[config.mk]
export PLATFORM = sky130hd
export DESIGN_NAME = raidc_top
export DESIGN_NICKNAME = d
export VERILOG_FILES = /design/src/raidc_pkg.sv /design/src/raidc_tb_if.sv /design/src/raidc_top.sv /design/src/raidc_sync.sv /design/src/raidc_timebase.sv
export VERILOG_INCLUDE_DIRS = /design/src
export SDC_FILE = /design/constraint.sdc
export NUM_CORES = 1
export LEC_CHECK = 0
export BUFFER_PORTS_ARGS = -buffer_cell sky130_fd_sc_hd__buf_2
export CELL_PAD_IN_SITES_DETAIL_PLACEMENT = 1
export CELL_PAD_IN_SITES_GLOBAL_PLACEMENT = 1
export CORE_UTILIZATION = 35
export CTS_CLUSTER_DIAMETER = 120
export DETAILED_ROUTE_END_ITERATION = 8
export MAX_ROUTING_LAYER = met4
export PLACE_DENSITY = 0.65
export SLEW_MARGIN = 20
export SYNTH_ARGS = -nofsm -noshare
export SYNTH_HDL_FRONTEND = slang
export SYNTH_SLANG_ARGS = --single-unit
[constraint.sdc]
create_clock -name clk -period 3.7 [get_ports clk]
set_clock_uncertainty 0.2 [all_clocks]
set_input_delay 0 -clock clk [delete_from_list [all_inputs] [get_ports clk]]
set_output_delay 0 -clock clk [all_outputs]
set_load 0.03 [all_outputs]
[src/raidc_regs.svh]
`ifndef RAIDC_REGS_SVH
`define RAIDC_REGS_SVH
`define RAIDC_PORT_INDEX 1'b0
`define RAIDC_PORT_DATA 1'b1
`define RAIDC_IDX_SEC 7'h00
`define RAIDC_IDX_SEC_ALM 7'h01
`define RAIDC_IDX_MIN 7'h02
`define RAIDC_IDX_MIN_ALM 7'h03
`define RAIDC_IDX_HR 7'h04
`define RAIDC_IDX_HR_ALM 7'h05
`define RAIDC_IDX_DOM 7'h07
`define RAIDC_IDX_MON 7'h08
`define RAIDC_IDX_CTLA 7'h0A
`define RAIDC_IDX_CTLB 7'h0B
`define RAIDC_IDX_STAT 7'h0C
`define RAIDC_IDX_VALID 7'h0D
`define RAIDC_IDX_CEN_LOC 7'h48
`define RAIDC_IDX_DOM_LOC 7'h49
`define RAIDC_IDX_MON_LOC 7'h4A
`define RAIDC_RST_CEN_LOC 8'hC8
`define RAIDC_RST_DOM_LOC 8'hC9
`define RAIDC_RST_MON_LOC 8'hCA
`define RAIDC_RST_DATE_ALM 8'hC0
`define RAIDC_RST_CENTURY 8'h00
`define RAIDC_RST_DOM 8'h01
`define RAIDC_RST_MON 8'h01
`define RAIDC_DC_CODE 2'b11
`define RAIDC_SEC_LAST 8'h3B
`define RAIDC_HR_LAST 8'h17
`define RAIDC_DOM_LAST 8'h1F
`define RAIDC_MON_LAST 8'h0C
`define RAIDC_B_SET 7
`define RAIDC_B_PIE 6
`define RAIDC_B_AIE 5
`define RAIDC_B_UIE 4
`define RAIDC_B_DM 2
`define RAIDC_B_HR24 1
`define RAIDC_B_DSE 0
`define RAIDC_DV_OFF0 3'h0
`define RAIDC_DV_OFF1 3'h1
`define RAIDC_DV_BANK0 3'h2
`define RAIDC_DV_BANK1 3'h3
`define RAIDC_DV_BANK2 3'h4
`define RAIDC_DV_CLR 2'h3
`define RAIDC_CLK_PERIOD_NS 5
`define RAIDC_CLK_HZ 200000000
`define RAIDC_TICK_HZ 32768
`define RAIDC_TICK_DIV (`RAIDC_CLK_HZ / `RAIDC_TICK_HZ)
`define RAIDC_LOCK_MIN_MS 62
`define RAIDC_LOCK_CYC ((`RAIDC_LOCK_MIN_MS * 1000000 + `RAIDC_CLK_PERIOD_NS - 1) / `RAIDC_CLK_PERIOD_NS)
`define RAIDC_UIP_US 244
`define RAIDC_UIP_TICKS ((`RAIDC_UIP_US * `RAIDC_TICK_HZ + 999999) / 1000000)
`define RAIDC_UIP_START (14'h3FFF - 14'(`RAIDC_UIP_TICKS - 1))
`endif

[src/raidc_pkg.sv]
package raidc_pkg;
	typedef enum logic [1:0] {LOCK_OPEN, LOCK_HELD, LOCK_DELAY} raidc_lock_t;
	typedef struct packed {
		logic [12:0] presc;
		logic [14:0] chain;
		logic upd;
		logic per;
		logic pend;
	} raidc_tb_st_t;
	typedef struct packed {
		logic [6:0] index;
		logic [7:0] rdata;
		logic [7:0] sec;
		logic [7:0] min;
		logic [7:0] hr;
		logic [7:0] dom;
		logic [7:0] mon;
		logic [7:0] sec_alm;
		logic [7:0] min_alm;
		logic [7:0] hr_alm;
		logic [7:0] dom_alm;
		logic [7:0] mon_alm;
		logic [7:0] century;
		logic [7:0] dom_loc;
		logic [7:0] mon_loc;
		logic [7:0] cen_loc;
		logic [3:0] rate;
		logic [2:0] dv;
		logic [6:0] ctlb;
		logic pf;
		logic af;
		logic uf;
		logic ram_time_valid;
		logic vrt_seen;
		logic upd_d;
		raidc_lock_t lock;
		logic [23:0] lock_cnt;
		logic osc;
		logic irq_n;
	} raidc_top_st_t;
endpackage

[src/raidc_tb_if.sv]
`timescale 1ns/1ps
interface raidc_tb_if;
	logic run;
	logic chain_clr;
	logic freeze;
	logic [3:0] rate;
	logic update_pulse;
	logic periodic_pulse;
	logic update_pending;
	modport ctl (output run, chain_clr, freeze, rate,
		input update_pulse, periodic_pulse, update_pending);
	modport tb (input run, chain_clr, freeze, rate,
		output update_pulse, periodic_pulse, update_pending);
endinterface

[src/raidc_top.sv]
// Summary of operation
// - alarm compared with time after each update
// - alarm flag with enable raises request
// - top bits 11 make field match anything
// - second, minute, hour alarms at 01h/03h/05h
// - date alarm relocatable, default bank1 49h
// - month alarm relocatable, default bank1 4Ah
// - century relocatable, default bank1 48h
// - battery supply blocks all bus inputs
// - lockout held 62 ms after supply return
// - non-normal divider mode releases lockout at once
// - low battery with reset releases, initialises
// - invalid ram flag releases lockout at once
// - oscillator off on battery in listed cases
// - one low request line for three events
// - status read clears all flags
// - repeated event before service is lost
// - data-port writes ignored until validity bit read
// - four-bit rate code selects divider tap
// - divider field selects bank and chain mode
// - master reset keeps rate and divider fields
// - pending bit 244 us ahead, zero frozen
// - control B bits 6,5,4 are enables
// - update follows pending indication by 244 us
`timescale 1ns/1ps
`include "raidc_regs.svh"
module raidc_top #(
	parameter int TICK_DIV = `RAIDC_TICK_DIV,
	parameter int LOCK_CYCLES = `RAIDC_LOCK_CYC
) (
	input wire logic clk,
	input wire logic srst,
	input wire logic io_sel,
	input wire logic io_wr,
	input wire logic io_rd,
	input wire logic [7:0] io_wdata,
	output logic [7:0] io_rdata,
	input wire logic on_battery,
	input wire logic sys_above_bat,
	input wire logic bat_below_1v,
	input wire logic master_reset_indication,
	input wire logic supply_low,
	output logic irq_n,
	output logic osc_enable,
	output logic power_ctrl_enable,
	output logic bus_lockout
);
	raidc_pkg::raidc_top_st_t q;
	raidc_pkg::raidc_top_st_t n;
	raidc_tb_if tbi ();
	logic [4:0] pins_s;
	logic bat_s;
	logic above_s;
	logic low_s;
	logic mr_s;
	logic vlow_s;
	logic [1:0] bank;
	logic [7:0] rd_val;
	logic acc_ok;
	logic wr_idx;
	logic wr_dat;
	logic rd_dat;
	logic hit_all;
	logic fast_rel;

	// pins cross in from the supply monitor
	raidc_sync #(.W(5)) u_sync (
		.clk(clk),
		.srst(srst),
		.async_in({on_battery, sys_above_bat, bat_below_1v,
			master_reset_indication, supply_low}),
		.sync_out(pins_s)
	);
	assign {bat_s, above_s, low_s, mr_s, vlow_s} = pins_s;

	raidc_timebase #(.TICK_DIV(TICK_DIV)) u_tb (
		.clk(clk),
		.srst(srst),
		.tb(tbi.tb)
	);

	function automatic logic loc_hit(input logic [7:0] loc,
		input logic [1:0] bnk, input logic [6:0] idx);
		loc_hit = (bnk == {1'b0, loc[7]}) && (loc[6:0] == idx);
	endfunction

	function automatic logic alm_hit(input logic [7:0] alm,
		input logic [7:0] cur);
		alm_hit = (alm[7:6] == `RAIDC_DC_CODE) || (alm == cur);
	endfunction

	always_comb begin
		n = q;
		n.upd_d = tbi.update_pulse;
		if (q.dv == `RAIDC_DV_BANK1) bank = 2'h1;
		else if (q.dv == `RAIDC_DV_BANK2) bank = 2'h2;
		else bank = 2'h0;
		acc_ok = (q.lock == raidc_pkg::LOCK_OPEN);
		wr_idx = io_wr & (io_sel == `RAIDC_PORT_INDEX) & acc_ok;
		rd_dat = io_rd & (io_sel == `RAIDC_PORT_DATA) & acc_ok;
		wr_dat = io_wr & (io_sel == `RAIDC_PORT_DATA) & acc_ok & q.vrt_seen;
		hit_all = alm_hit(q.sec_alm, q.sec) & alm_hit(q.min_alm, q.min)
			& alm_hit(q.hr_alm, q.hr) & alm_hit(q.dom_alm, q.dom)
			& alm_hit(q.mon_alm, q.mon);
		fast_rel = ((q.dv != `RAIDC_DV_BANK0) && (q.dv != `RAIDC_DV_BANK1)
			&& (q.dv != `RAIDC_DV_BANK2)) || !q.ram_time_valid || (low_s && mr_s);

		if (q.index == `RAIDC_IDX_CTLA)
			rd_val = {tbi.update_pending, q.dv, q.rate};
		else if (q.index == `RAIDC_IDX_CTLB)
			rd_val = {q.ctlb[6:3], 1'b0, q.ctlb[2:0]};
		else if (q.index == `RAIDC_IDX_STAT)
			rd_val = {~q.irq_n, q.pf, q.af, q.uf, 4'h0};
		else if (q.index == `RAIDC_IDX_VALID)
			rd_val = {q.ram_time_valid, 7'h00};
		else if (q.index == `RAIDC_IDX_SEC) rd_val = q.sec;
		else if (q.index == `RAIDC_IDX_MIN) rd_val = q.min;
		else if (q.index == `RAIDC_IDX_HR) rd_val = q.hr;
		else if (q.index == `RAIDC_IDX_DOM) rd_val = q.dom;
		else if (q.index == `RAIDC_IDX_MON) rd_val = q.mon;
		else if (q.index == `RAIDC_IDX_SEC_ALM) rd_val = q.sec_alm;
		else if (q.index == `RAIDC_IDX_MIN_ALM) rd_val = q.min_alm;
		else if (q.index == `RAIDC_IDX_HR_ALM) rd_val = q.hr_alm;
		else if (bank == 2'h2 && q.index == `RAIDC_IDX_DOM_LOC)
			rd_val = q.dom_loc;
		else if (bank == 2'h2 && q.index == `RAIDC_IDX_MON_LOC)
			rd_val = q.mon_loc;
		else if (bank == 2'h2 && q.index == `RAIDC_IDX_CEN_LOC)
			rd_val = q.cen_loc;
		else if (loc_hit(q.dom_loc, bank, q.index)) rd_val = q.dom_alm;
		else if (loc_hit(q.mon_loc, bank, q.index)) rd_val = q.mon_alm;
		else if (loc_hit(q.cen_loc, bank, q.index)) rd_val = q.century;
		else rd_val = 8'h00;

		case (q.lock)
			raidc_pkg::LOCK_OPEN: begin
				if (bat_s) n.lock = raidc_pkg::LOCK_HELD;
			end
			raidc_pkg::LOCK_HELD: begin
				if (!bat_s && above_s) begin
					n.lock_cnt = 24'h00_0000;
					if (fast_rel) n.lock = raidc_pkg::LOCK_OPEN;
					else n.lock = raidc_pkg::LOCK_DELAY;
				end
			end
			raidc_pkg::LOCK_DELAY: begin
				if (bat_s) n.lock = raidc_pkg::LOCK_HELD;
				else if (q.lock_cnt == 24'(LOCK_CYCLES - 1))
					n.lock = raidc_pkg::LOCK_OPEN;
				else n.lock_cnt = q.lock_cnt + 24'h00_0001;
			end
			default: n.lock = raidc_pkg::LOCK_HELD;
		endcase

		if (q.lock == raidc_pkg::LOCK_HELD && !bat_s && above_s
			&& low_s && mr_s) begin
			n.sec = 8'h00;
			n.min = 8'h00;
			n.hr = 8'h00;
			n.dom = `RAIDC_RST_DOM;
			n.mon = `RAIDC_RST_MON;
			n.sec_alm = 8'h00;
			n.min_alm = 8'h00;
			n.hr_alm = 8'h00;
			n.ctlb[5:3] = 3'h0;
			n.pf = 1'b0;
			n.af = 1'b0;
			n.uf = 1'b0;
		end

		if (wr_idx) n.index = io_wdata[6:0];
		if (rd_dat) n.rdata = rd_val;
		else if (io_rd && acc_ok) n.rdata = {1'b0, q.index};

		if (wr_dat) begin
			if (q.index == `RAIDC_IDX_CTLA) begin
				n.dv = io_wdata[6:4];
				n.rate = io_wdata[3:0];
			end else if (q.index == `RAIDC_IDX_CTLB)
				n.ctlb = {io_wdata[7:4], io_wdata[2:0]};
			else if (q.index == `RAIDC_IDX_STAT ||
				q.index == `RAIDC_IDX_VALID)
				n.ctlb = q.ctlb;
			else if (q.index == `RAIDC_IDX_SEC) n.sec = io_wdata;
			else if (q.index == `RAIDC_IDX_MIN) n.min = io_wdata;
			else if (q.index == `RAIDC_IDX_HR) n.hr = io_wdata;
			else if (q.index == `RAIDC_IDX_DOM) n.dom = io_wdata;
			else if (q.index == `RAIDC_IDX_MON) n.mon = io_wdata;
			else if (q.index == `RAIDC_IDX_SEC_ALM) n.sec_alm = io_wdata;
			else if (q.index == `RAIDC_IDX_MIN_ALM) n.min_alm = io_wdata;
			else if (q.index == `RAIDC_IDX_HR_ALM) n.hr_alm = io_wdata;
			else if (bank == 2'h2 && q.index == `RAIDC_IDX_DOM_LOC)
				n.dom_loc = io_wdata;
			else if (bank == 2'h2 && q.index == `RAIDC_IDX_MON_LOC)
				n.mon_loc = io_wdata;
			else if (bank == 2'h2 && q.index == `RAIDC_IDX_CEN_LOC)
				n.cen_loc = io_wdata;
			else if (loc_hit(q.dom_loc, bank, q.index))
				n.dom_alm = io_wdata;
			else if (loc_hit(q.mon_loc, bank, q.index))
				n.mon_alm = io_wdata;
			else if (loc_hit(q.cen_loc, bank, q.index))
				n.century = io_wdata;
		end

		// binary calendar only, no month lengths
		if (tbi.update_pulse) begin
			if (q.sec < `RAIDC_SEC_LAST) n.sec = q.sec + 8'h01;
			else begin
				n.sec = 8'h00;
				if (q.min < `RAIDC_SEC_LAST) n.min = q.min + 8'h01;
				else begin
					n.min = 8'h00;
					if (q.hr < `RAIDC_HR_LAST) n.hr = q.hr + 8'h01;
					else begin
						n.hr = 8'h00;
						if (q.dom < `RAIDC_DOM_LAST) n.dom = q.dom + 8'h01;
						else begin
							n.dom = `RAIDC_RST_DOM;
							if (q.mon < `RAIDC_MON_LAST) n.mon = q.mon + 8'h01;
							else n.mon = `RAIDC_RST_MON;
						end
					end
				end
			end
		end

		if (rd_dat && q.index == `RAIDC_IDX_STAT) begin
			n.pf = 1'b0;
			n.af = 1'b0;
			n.uf = 1'b0;
		end
		// flags are single bits, no queue
		if (tbi.periodic_pulse) n.pf = 1'b1;
		if (tbi.update_pulse) n.uf = 1'b1;
		if (q.upd_d && hit_all) n.af = 1'b1;

		// validity read also unlocks writes
		if (rd_dat && q.index == `RAIDC_IDX_VALID) begin
			n.ram_time_valid = 1'b1;
			n.vrt_seen = 1'b1;
		end
		if (vlow_s) n.ram_time_valid = 1'b0;

		n.osc = !(bat_s && (q.dv == `RAIDC_DV_OFF0
			|| q.dv == `RAIDC_DV_OFF1 || !q.ram_time_valid));

		n.irq_n = !((n.ctlb[`RAIDC_B_PIE - 1] & n.pf)
			| (n.ctlb[`RAIDC_B_AIE - 1] & n.af)
			| (n.ctlb[`RAIDC_B_UIE - 1] & n.uf));
	end

	always_ff @(posedge clk) begin
		if (srst) begin
			q <= '0;
			q.dom <= `RAIDC_RST_DOM;
			q.mon <= `RAIDC_RST_MON;
			q.dom_alm <= `RAIDC_RST_DATE_ALM;
			q.mon_alm <= `RAIDC_RST_DATE_ALM;
			q.century <= `RAIDC_RST_CENTURY;
			q.dom_loc <= `RAIDC_RST_DOM_LOC;
			q.mon_loc <= `RAIDC_RST_MON_LOC;
			q.cen_loc <= `RAIDC_RST_CEN_LOC;
			q.dv <= `RAIDC_DV_BANK0;
			q.ram_time_valid <= 1'b1;
			q.lock <= raidc_pkg::LOCK_OPEN;
			q.osc <= 1'b1;
			q.irq_n <= 1'b1;
		end else q <= n;
	end

	assign tbi.run = q.osc;
	assign tbi.chain_clr = (q.dv[2:1] == `RAIDC_DV_CLR);
	assign tbi.freeze = q.ctlb[`RAIDC_B_SET - 1];
	assign tbi.rate = q.rate;
	assign io_rdata = q.rdata;
	assign irq_n = q.irq_n;
	assign osc_enable = q.osc;
	assign power_ctrl_enable = q.osc;
	assign bus_lockout = (q.lock != raidc_pkg::LOCK_OPEN);

	a_alarm_sets_flag: assert property (@(posedge clk) disable iff (srst)
		q.upd_d && hit_all |=> q.af) else $error("alarm flag not set");
	a_alarm_raises_irq: assert property (@(posedge clk) disable iff (srst)
		q.af && q.ctlb[`RAIDC_B_AIE - 1] |-> !irq_n)
		else $error("alarm request missing");
	a_dontcare_matches: assert property (@(posedge clk) disable iff (srst)
		q.upd_d && q.min_alm[7:6] == 2'b11 && q.sec_alm == q.sec
		&& q.hr_alm == q.hr && q.dom_alm[7:6] == 2'b11
		&& q.mon_alm[7:6] == 2'b11 |=> q.af)
		else $error("dont care not matching");
	a_battery_locks: assert property (@(posedge clk) disable iff (srst)
		bat_s |=> bus_lockout) else $error("no lockout on battery");
	a_locked_no_write: assert property (@(posedge clk) disable iff (srst)
		bus_lockout && !above_s |=> $stable(q.century) && $stable(q.index))
		else $error("write during lockout");
	a_delay_holds: assert property (@(posedge clk) disable iff (srst)
		q.lock == raidc_pkg::LOCK_DELAY && !bat_s
		&& q.lock_cnt < 24'(LOCK_CYCLES - 1) |=> bus_lockout)
		else $error("lockout released early");
	a_stat_read_clears: assert property (@(posedge clk) disable iff (srst)
		rd_dat && q.index == `RAIDC_IDX_STAT && !tbi.periodic_pulse
		&& !tbi.update_pulse && !(q.upd_d && hit_all)
		|=> !q.pf && !q.af && !q.uf) else $error("flags not cleared");
	a_write_needs_valid: assert property (@(posedge clk) disable iff (srst)
		!q.vrt_seen |=> $stable(q.dv) && $stable(q.rate))
		else $error("write before validity read");
	a_irq_released: assert property (@(posedge clk) disable iff (srst)
		!q.pf && !q.af && !q.uf |-> irq_n) else $error("request stuck low");
endmodule

[src/raidc_sync.sv]
`timescale 1ns/1ps
module raidc_sync #(
	parameter int W = 1
) (
	input wire logic clk,
	input wire logic srst,
	input wire logic [W-1:0] async_in,
	output logic [W-1:0] sync_out
);
	typedef struct packed {
		logic [W-1:0] s1;
		logic [W-1:0] s2;
	} raidc_sync_st_t;
	raidc_sync_st_t q;
	raidc_sync_st_t n;
	always_comb begin
		n.s1 = async_in;
		n.s2 = q.s1;
	end
	always_ff @(posedge clk) begin
		if (srst) q <= '0;
		else q <= n;
	end
	assign sync_out = q.s2;
endmodule

[src/raidc_timebase.sv]
`timescale 1ns/1ps
`include "raidc_regs.svh"
module raidc_timebase #(
	parameter int TICK_DIV = `RAIDC_TICK_DIV
) (
	input wire logic clk,
	input wire logic srst,
	raidc_tb_if.tb tb
);
	raidc_pkg::raidc_tb_st_t q;
	raidc_pkg::raidc_tb_st_t n;
	logic tick;
	logic tap_ok;
	logic [3:0] tap;
	logic [14:0] inc;

	always_comb begin
		n = q;
		n.upd = 1'b0;
		n.per = 1'b0;
		tick = 1'b0;
		tap_ok = 1'b1;
		inc = q.chain + 15'h0001;
		if (tb.rate == 4'h1) tap = 4'h6;
		else if (tb.rate == 4'h2) tap = 4'h7;
		else begin
			tap = tb.rate - 4'h2;
			tap_ok = (tb.rate != 4'h0);
		end
		// stopped oscillator freezes the whole chain
		if (tb.run) begin
			if (q.presc == 13'(TICK_DIV - 1)) begin
				n.presc = 13'h0000;
				tick = 1'b1;
			end else n.presc = q.presc + 13'h0001;
		end
		if (tb.chain_clr) begin
			n.chain = 15'h0000;
			n.presc = 13'h0000;
		end else if (tick) begin
			n.chain = inc;
			n.per = tap_ok & ~q.chain[tap] & inc[tap];
			n.upd = ~q.chain[14] & inc[14] & ~tb.freeze;
		end
		n.pend = ~tb.freeze & ~n.chain[14]
			& (n.chain[13:0] >= `RAIDC_UIP_START);
	end

	always_ff @(posedge clk) begin
		if (srst) q <= '0;
		else q <= n;
	end

	assign tb.update_pulse = q.upd;
	assign tb.periodic_pulse = q.per;
	assign tb.update_pending = q.pend;

	a_update_lead_pend: assert property (@(posedge clk) disable iff (srst)
		q.upd |-> $past(q.pend)) else $error("update without pending");
	a_freeze_no_pend: assert property (@(posedge clk) disable iff (srst)
		tb.freeze |=> !q.pend) else $error("pending while frozen");
	a_rate_none_quiet: assert property (@(posedge clk) disable iff (srst)
		tb.rate == 4'h0 |=> !q.per) else $error("periodic with rate none");
endmodule

### Word level (Yosys, flattened, before mapping)

Index checks and enable logic that the tools add are counted.

| cells by class | value |
|---|---|
| bitwise gates (word level) | 45 |
| mux-type cells | 100 |
| add/sub/neg operators | 9 |
| $lt $le $gt $ge | 7 |
| reduce and logical (&&, ||, !) cells | 53 |
| equal/unequal tests | 49 |

Operators with widths:

| operator | count |
|---|---|
| $mux 112 | 3 |
| $mux 8 | 42 |
| $mux 24 | 6 |
| $mux 64 | 2 |
| $mux 126 | 1 |
| $mux 104 | 1 |
| $mux 96 | 1 |
| $mux 88 | 1 |
| $mux 80 | 1 |
| $mux 72 | 1 |
| $mux 56 | 1 |
| $mux 16 | 3 |
| $mux 48 | 1 |
| $pmux 24 s2 | 1 |
| $add 8x1->8 const B | 5 |
| $eq 8x8->1 | 5 |
| $mux 40 | 1 |
| $eq 7x4->1 const B | 5 |
| $mux 32 | 1 |
| $mux 26 | 1 |
| $add 24x1->24 const B | 1 |
| $eq 24x24->1 const B | 1 |
| $not 1->1 | 23 |
| $eq 7x3->1 const B | 3 |
| 57 further kinds | 152 |

| word-level totals | value |
|---|---|
| output and inout port bits | 12 |
| register bits | 216 |
| word-level logic and storage cells | 300 |

### Logic depth before layout (Yosys ltp)

Gate-level depths: netlist of the first run.

| depth | value |
|---|---|
| depth after elaboration | 28 |
| mapped depth | 11 |
| mapped depth without buffers | 11 |

### By module

From an unflattened synthesis of the first run, not the netlist that was laid out.

| second synthesis, totals | value |
|---|---|
| cells, all modules | 1621 |
| area total of the unflattened synthesis | 12778.5 µm² |

By module, submodules not included:

| module | sequential area each (µm²) | area an instance (µm²) | instances | cells each |
|---|---|---|---|---|
| raidc_top | 3503.4 | 10427.5 | 1 | 1333 |
| raidc_timebase | 620.6 | 2088.3 | 1 | 268 |
| raidc_sync | 200.2 | 262.8 | 1 | 20 |

### Worst setup path after synthesis of the first run

Ideal clock, no wire load.

| timing path | value |
|---|---|
| path kind | register to register |
| from | reg u_tb.q[3] in the netlist's numbering |
| to | reg u_tb.q (netlist bit u_tb.tb.periodic_pulse) |
| library setup time | 0.095 ns |
| stages on the path, launching flop included | 12 |
| buffers on the path | 0 |
| setup slack | 0.966 ns |
| clock period less this slack | 2.734 ns |
| data arrival time | 2.439 ns |
| path through | dfxtp_1 > ha_1 > nand3_2 > nor4_1 > and3_1 > and3_1 > ha_1 > nor4_1 > o21ai_0 > o21ai_0 > a31oi_1 > a221oi_1 |

| on the way | value |
|---|---|
| word-level cells in the longest chain between the ends | 5 |
| elaborated cells between the ends (all ways) | 8 |
| those cells by class | add/sub: 1; mux: 4; bitwise: 3 |

RTL lines:

| element | line | RTL |
|---|---|---|
| from (decl) | raidc_timebase.sv:10 | `raidc_pkg::raidc_tb_st_t q;` |
| from (signal assigned) | raidc_timebase.sv:51 | `else q <= n;` |
| parallel branches: the longest is 4 deep, another holds $add 15x1->15 | - |  |
| $and 1x1->1 * | raidc_timebase.sv:42 | `n.per = tap_ok & ~q.chain[tap] & inc[tap];` |

Every way passes the cells marked *. The select of a mux whose other input is x is not followed.
A chain may end at the register's enable or synchronous reset.

### Worst setup path in the final report of the first run

Same ends and word-level chain as after synthesis.

==> summary.log, run 1 <==
INFO  detailed_routing drt_first_iter_violations=888
INFO  global_routing grt_start_max_net_pins=75
INFO  sta            worst_pin_slew=0.993ns
INFO  clock_network  tritoncts.num_buffers=26
INFO  sta            finalCriticalPeriod=3.30ns
INFO  sta            setup_repair_after_global_routing_missed_its_margin=false
INFO  detailed_routing totalWireLength=47500um
INFO  sta            timing.fmax=303MHz
INFO  floorplan      floorplan.die_area=36900um^2
INFO  global_routing grtUsageTotal=0.266
INFO  placement      dp.final_hpwl=33900um
INFO  global_routing grt_remaining_overflow=0
INFO  clock_network  cts_root_buf=clkbuf_16
INFO  power          report.power.total=0.00582W
INFO  finish         final_layout_size_suffix_gt1_frac=0.107
INFO  worst_setup_path worst-setup-path-type=reg -> reg
INFO  logic_synthesis total_number_of_yosys_warnings=0
INFO  finish         nNetsFinal=1585
INFO  hold_path      hp-class=in -> reg
INFO  clock_network  tritoncts=built
INFO  clock_network  ctsResizeCount=0
INFO  clock_network  cts_setup_buffers=0
INFO  logic_synthesis yosysSeqAreaShare=0.342
INFO  power          sw_share=0.280
INFO  placement      placedInstanceArea=13100um^2
INFO  finish         layout_common_cells=dfxtp_1, nor2_1, nand2_1, a21oi_1, nand3_1
INFO  detailed_routing drt_first_pass_iters=5
INFO  power          cell_internal_pwr=0.00419W
INFO  logic_synthesis synthArstFlopShare=0
INFO  sta            fin_crit_sh=0.893
INFO  logic_synthesis synth_edf_count=0
INFO  finish         final_common_cell=dfxtp_1
INFO  clock_network  cts_max_level=1
INFO  floorplan      floorplan.core_area=35600um^2
INFO  worst_setup_path arrival=3.54ns
INFO  sta            finalHoldViolations=0
INFO  logic_synthesis postSynth.topFlopCell=dfxtp_1
INFO  clock_network  cts-root-to-sink-buffers=3
INFO  placement      gp_routability_congestion=0.985
INFO  logic_synthesis synth.avg_cell_area=8.15um^2
INFO  placement      io_buf_count=29
INFO  global_routing first_global_vias=11.9k
INFO  floorplan      die_x=192um
INFO  global_routing grt_pass1_wl=72900um
INFO  worst_setup_path critical_path_required=3.94ns
INFO  worst_setup_path cp_max_fo=8
INFO  status         run_status=finished clean
INFO  finish         flow.area_growth_from_synthesis=12.6%
INFO  detailed_routing detailroute.via_count=12.0k
INFO  logic_synthesis postSynthNetCount=1584
INFO  sta            finalHoldWorstSlack=0.0483ns
INFO  floorplan      num_rows=69
INFO  logic_synthesis ys_types=101
INFO  sta            timing.slew.headroom=0.333
INFO  power          peakVddDrop=449uV
INFO  sta            drv_slew=0
INFO  floorplan      floorplan.io_pins=30
INFO  detailed_routing wl_per_cell=23.3um
INFO  detailed_routing postRouteAntennaNets=0
INFO  power          clkPwrFrac=0.457
INFO  sta            setup_viol_count_final=0
INFO  power          leakagePower=5.32nW
INFO  worst_setup_path rrSetupSlack=0.40ns
INFO  logic_synthesis synthesized_flop_and_latch_total=216
INFO  logic_synthesis synthesis.instances=1552
INFO  detailed_routing detail_route.drc_violations=0
INFO  placement      pre_cts_setup_slack=0.513ns
INFO  power          pwr-share-comb=0.130
INFO  clock_network  clk-insertion-delay-late=0.56ns
INFO  run            drv.max_cap_violation_count=0
INFO  finish         layout.cell_area.non_filler=14200um^2
INFO  worst_setup_path worstSetupEndpointType=register
INFO  power          sequentialPowerShare=0.414
INFO  clock_network  cts_num_sinks=216
INFO  logic_synthesis post_synth_instance_area=12600um^2
INFO  power          powerDensity=409nW/um^2
INFO  power          p_switching=0.00163W
INFO  floorplan      die_height=192um
INFO  sta            finalSetupTns=0ns
INFO  sta            min_setup_slack_post_route=0.398ns
INFO  worst_setup_path timing.critical_path.from_type=register
INFO  floorplan      initial_core_util=0.356
INFO  clock_network  path_clk_slew=0.06ns
INFO  global_routing grt_antenna_before_repair=1
INFO  finish         fillerInstances=4255
INFO  detailed_routing routed_via_density=5.91
-- stage by stage --
stage           util  std cells
6_report       0.400       2035
5_1_grt        0.400       2035
4_1_cts        0.400       2034
3_5_place_dp   0.369       1963
3_3_place_gp   0.369       1963
2_1_floorplan      -       1552
-- synthesized netlist by cell type, types with 12 or more instances --
library cell / count / area, um^2
nand2_1: 119 / 447
a21o_1: 14 / 105
dfxtp_1: 216 / 4320
buf_4: 15 / 113
mux2i_1: 44 / 440
a31oi_1: 16 / 100
inv_1: 32 / 120
xor2_1: 87 / 762
nor4_1: 25 / 156
nand4_1: 26 / 163
buf_2: 23 / 115
ha_1: 14 / 175
nand3_1: 103 / 515
nand2b_1: 12 / 75.1
o22ai_1: 24 / 150
clkbuf_1: 58 / 218
a211oi_1: 21 / 158
or3_1: 28 / 175
a21oi_1: 119 / 596
nor2_1: 163 / 612
o21ai_0: 58 / 290
nor3_1: 21 / 105
nor2b_1: 21 / 131
and3_1: 30 / 188
xnor2_1: 27 / 236
a211o_1: 18 / 158
-- kinds of logic after synthesis --
kind of cell	Yosys count	synth area share
xor+xnor	114	0.0790
flops	216	0.342
simple gates	643	0.275
fa+ha+maj	14	0.0139
buf+inv	147	0.0546
mux	53	0.0446
compound gates	365	0.191
-- per-layer routing --
metal | up-vias | track usage | wire length [um]
met1 | 6035 | 0.364 | 22600
met5 | - | - | 0
met4 | 0 | 0.0739 | 1250
met3 | 72 | 0.0400 | 2460
li1 | 5623 | - | -
met2 | 301 | 0.406 | 21200
-- path summary, 6_finish.rpt --
check,start,cells past startpoint,endpoint
max reg2reg,u_tb.q[3],11,u_tb.tb.periodic_pulse
min reg2reg,u_sync.n[4],1,u_sync.sync_out[4]
min,on_battery,3,u_sync.n[4]
max,u_tb.q[3],11,u_tb.tb.periodic_pulse
-- power groups by stage --
| stage | registers (W) | logic, W | clock network, W |
|---|---|---|---|
| 6_report | 0.00241 | 0.000754 | 0.00266 |
| 5_1_grt | 0.00241 | 0.000802 | 0.00281 |
| 4_1_cts | 0.00241 | 0.000740 | 0.00271 |
| 3_5_place_dp | 0.00246 | 0.000718 | 0 |
| 3_3_place_gp | 0.00246 | 0.000713 | 0 |
| 2_1_floorplan | 0.00242 | 0.000515 | 0 |
-- critical path, cell delays in order, from the launching register on --
cell	delay [ns]
dfxtp_1	0.41
ha_1	0.24
nand3_2	0.18
nor4_1	0.61
and3_1	0.28
and3_1	0.17
ha_1	0.28
nor4_1	0.30
o21ai_0	0.11
o21ai_0	0.10
a31oi_1	0.10
a221oi_1	0.24
-- what timing repair did --
item / in CTS / in global routing
hold buffers: 23 / 0
setup endpoints to repair: 0 / 0
hold endpoints to repair: 133 / 0
-- final cells by class --
class	instances	area [um^2]	share of cell area
repair buffers	86	683	0.0480
well taps	461	577	0.0405
inverters	34	128	0.00896
clock inverters	8	65.1	0.00457
multi-input cells	1189	7630	0.536
diodes	1	2.50	0.000176
clock buffers	40	825	0.0579
flip-flops and latches	216	4330	0.304
-- state kept, by name, indices dropped and copies added, names as in the netlist --
signal / cells
q: 161
u_tb.q: 28
io_rdata: 8
u_sync.n: 5
u_sync.sync_out: 5
tbi.rate: 4
irq_n: 1
osc_enable: 1
u_tb.tb.periodic_pulse: 1
u_tb.tb.update_pending: 1
u_tb.tb.update_pulse: 1
(Power assumes the default switching activity.)
==> inputs of run 2 (changes only) <==
Settings changed: CORE_ASPECT_RATIO from default to 1.4.
==> run 2 against run 1 <==
  * Sequential share of layout area is 0.20 points higher
  * Critical path depth is 1 lower
  * Sequential power hardly changed
  * First-iteration DRC count is 16% lower
  * Hold slack better by 0.038 ns
  * Design area is 0.65% lower
  * Critical path type unchanged
==> summary.log, run 2 (synthesis gave the netlist of run 1 again) <==
INFO  detailed_routing wl_per_cell=23.2um
INFO  worst_setup_path critical-path-top-cell-by-count=and3_1
INFO  global_routing first_global_vias=12.3k
INFO  worst_setup_path worstPathBufferInverterCount=0
INFO  finish         fillerInstances=4303
INFO  global_routing grt_pass1_wl=73700um
INFO  status         run_status=finished clean
INFO  detailed_routing drt_first_pass_iters=6
INFO  finish         finalCoreUtilization=0.396
INFO  floorplan      die_x=163um
INFO  worst_setup_path timing.critical_path.from_type=register
INFO  detailed_routing postRouteAntennaNets=0
INFO  power          report.power.total=0.00562W
INFO  worst_setup_path worst_path_max_delay_cell=nor4_1
INFO  clock_network  cts_setup_buffers=0
INFO  global_routing grt_remaining_overflow=0
INFO  detailed_routing detailroute.via_count=12.0k
INFO  finish         final_layout_size_suffix_gt1_frac=0.102
INFO  detailed_routing totalWireLength=47100um
INFO  power          peakVddDrop=307uV
INFO  worst_setup_path crit_path_cell_trace=ha_1, nand3_2, nor4_1, and3_1, and3_1, ha_1, and3_1, o21ai_0, a2111oi_0, nor4bb_1
INFO  placement      gp_routability_congestion=0.985
INFO  sta            fin_crit_sh=0.846
INFO  clock_network  tritoncts=built
INFO  sta            timing.slew.headroom=0.468
INFO  finish         largest-register=q
INFO  sta            worst_pin_slew=0.795ns
INFO  power          leakagePower=5.28nW
INFO  power          powerDensity=398nW/um^2
INFO  detailed_routing detail_route.drc_violations=0
INFO  sta            setup_repair_after_global_routing_missed_its_margin=false
INFO  finish         layout_common_cells=dfxtp_1, nor2_1, nand2_1, a21oi_1, nand3_1
INFO  placement      pre_cts_setup_slack=0.597ns
INFO  sta            finalCriticalPeriod=3.13ns
INFO  floorplan      initial_core_util=0.354
INFO  clock_network  cts_max_level=1
INFO  floorplan      floorplan.io_pins=30
INFO  sta            timing.fmax=320MHz
INFO  worst_setup_path worstSetupEndpointType=register
INFO  sta            min_setup_slack_post_route=0.571ns
INFO  placement      dp.final_hpwl=34200um
INFO  worst_setup_path critical_path_required=3.96ns
INFO  sta            setup_viol_count_final=0
INFO  finish         nNetsFinal=1587
INFO  floorplan      floorplan.die_area=36900um^2
INFO  detailed_routing routed_via_density=5.91
INFO  worst_setup_path max_stage_delay=0.52ns
INFO  clock_network  cts_root_buf=clkbuf_16
INFO  clock_network  cts-root-to-sink-buffers=3
INFO  finish         multi_input_area=7630um^2
INFO  clock_network  path_clk_slew=0.06ns
INFO  sta            drv_slew=0
INFO  finish         largest_register_ff_count=161
INFO  worst_setup_path arrival=3.39ns
INFO  sta            finalHoldViolations=0
INFO  floorplan      die_height=227um
INFO  global_routing grtUsageTotal=0.268
INFO  finish         seq_area=4330um^2
INFO  finish         final_common_cell=dfxtp_1
INFO  sta            finalHoldWorstSlack=0.0864ns
INFO  sta            finalSetupTns=0ns
INFO  worst_setup_path critical-path-top-delay-family=simple AND/OR/NAND/NOR gates
INFO  detailed_routing drt_first_iter_violations=749
INFO  floorplan      floorplan.core_area=35700um^2
INFO  clock_network  clk-insertion-delay-late=0.55ns
INFO  hold_path      hp-class=in -> reg
INFO  finish         flow.area_growth_from_synthesis=11.8%
INFO  global_routing grt_antenna_before_repair=0
INFO  clock_network  tritoncts.num_buffers=25
INFO  run            drv.max_cap_violation_count=0
INFO  finish         insertedDiodeCount=0
INFO  placement      io_buf_count=29
INFO  clock_network  cts_num_sinks=216
INFO  global_routing grt_start_max_net_pins=60
INFO  floorplan      num_rows=82
INFO  worst_setup_path worst-setup-path-type=reg -> reg
INFO  worst_setup_path cp_max_fo=8
## run 2: where the power goes
part           leakage, nW  switching (W)  total, W  internal, W
registers             1.74      0.0000467   0.00240      0.00236
clock network        0.395        0.00104   0.00249      0.00145
logic                 3.14       0.000504  0.000735     0.000231
total                 5.28        0.00159   0.00562      0.00404
## run 2: routing by layer
metal | routed length, um | up-vias | global-route usage
li1 | - | 5619 | -
met1 | 19300 | 6002 | 0.307
met2 | 23700 | 276 | 0.462
met3 | 1570 | 116 | 0.0247
met4 | 2490 | 0 | 0.137
met5 | 0 | - | -
## run 2: tightest hold or removal path, cell delays in order
cell and delay, ns:
buf_2 0.13, and4_1 0.20, buf_4 0.17, nand2_1 0.13, nand3_1 0.10, a21oi_1 0.06
## run 2: cell type report
type / instances / share of cell area
inverter: 34 / 0.00902
clock buffer: 34 / 0.0495
tap: 462 / 0.0409
sequential: 216 / 0.306
multi-input combinational: 1189 / 0.540
timing repair buffer: 89 / 0.0487
clock inverter: 8 / 0.00663
## run 2: path summary, 6_finish.rpt
| kind | startpoint | end | slack [ns] | cells after the start |
|---|---|---|---|---|
| setup / recovery | u_tb.q[3] | u_tb.tb.update_pending | 0.57 | 10 |
| hold / removal | io_wr | q[104] | 0.09 | 6 |
| setup reg to reg | u_tb.q[3] | u_tb.tb.update_pending | 0.57 | 10 |
| hold reg to reg | u_sync.sync_out[0] | q[30] | 0.22 | 1 |
## run 2: timing repair
item / CTS / global route
endpoints found under the hold margin: 131 / 0
resized for setup: 0 / 0
setup endpoints to repair: 0 / 0
hold buffers: 26 / 0
## run 2: through the flow
| step | cell area (um^2) | instances |
|---|---|---|
| 2_1_floorplan | 12600 | 1552 |
| 3_3_place_gp | 13100 | 1964 |
| 6_report | 14100 | 2032 |
| 5_1_grt | 14100 | 2032 |
| 4_1_cts | 14100 | 2032 |
| 3_5_place_dp | 13100 | 1964 |
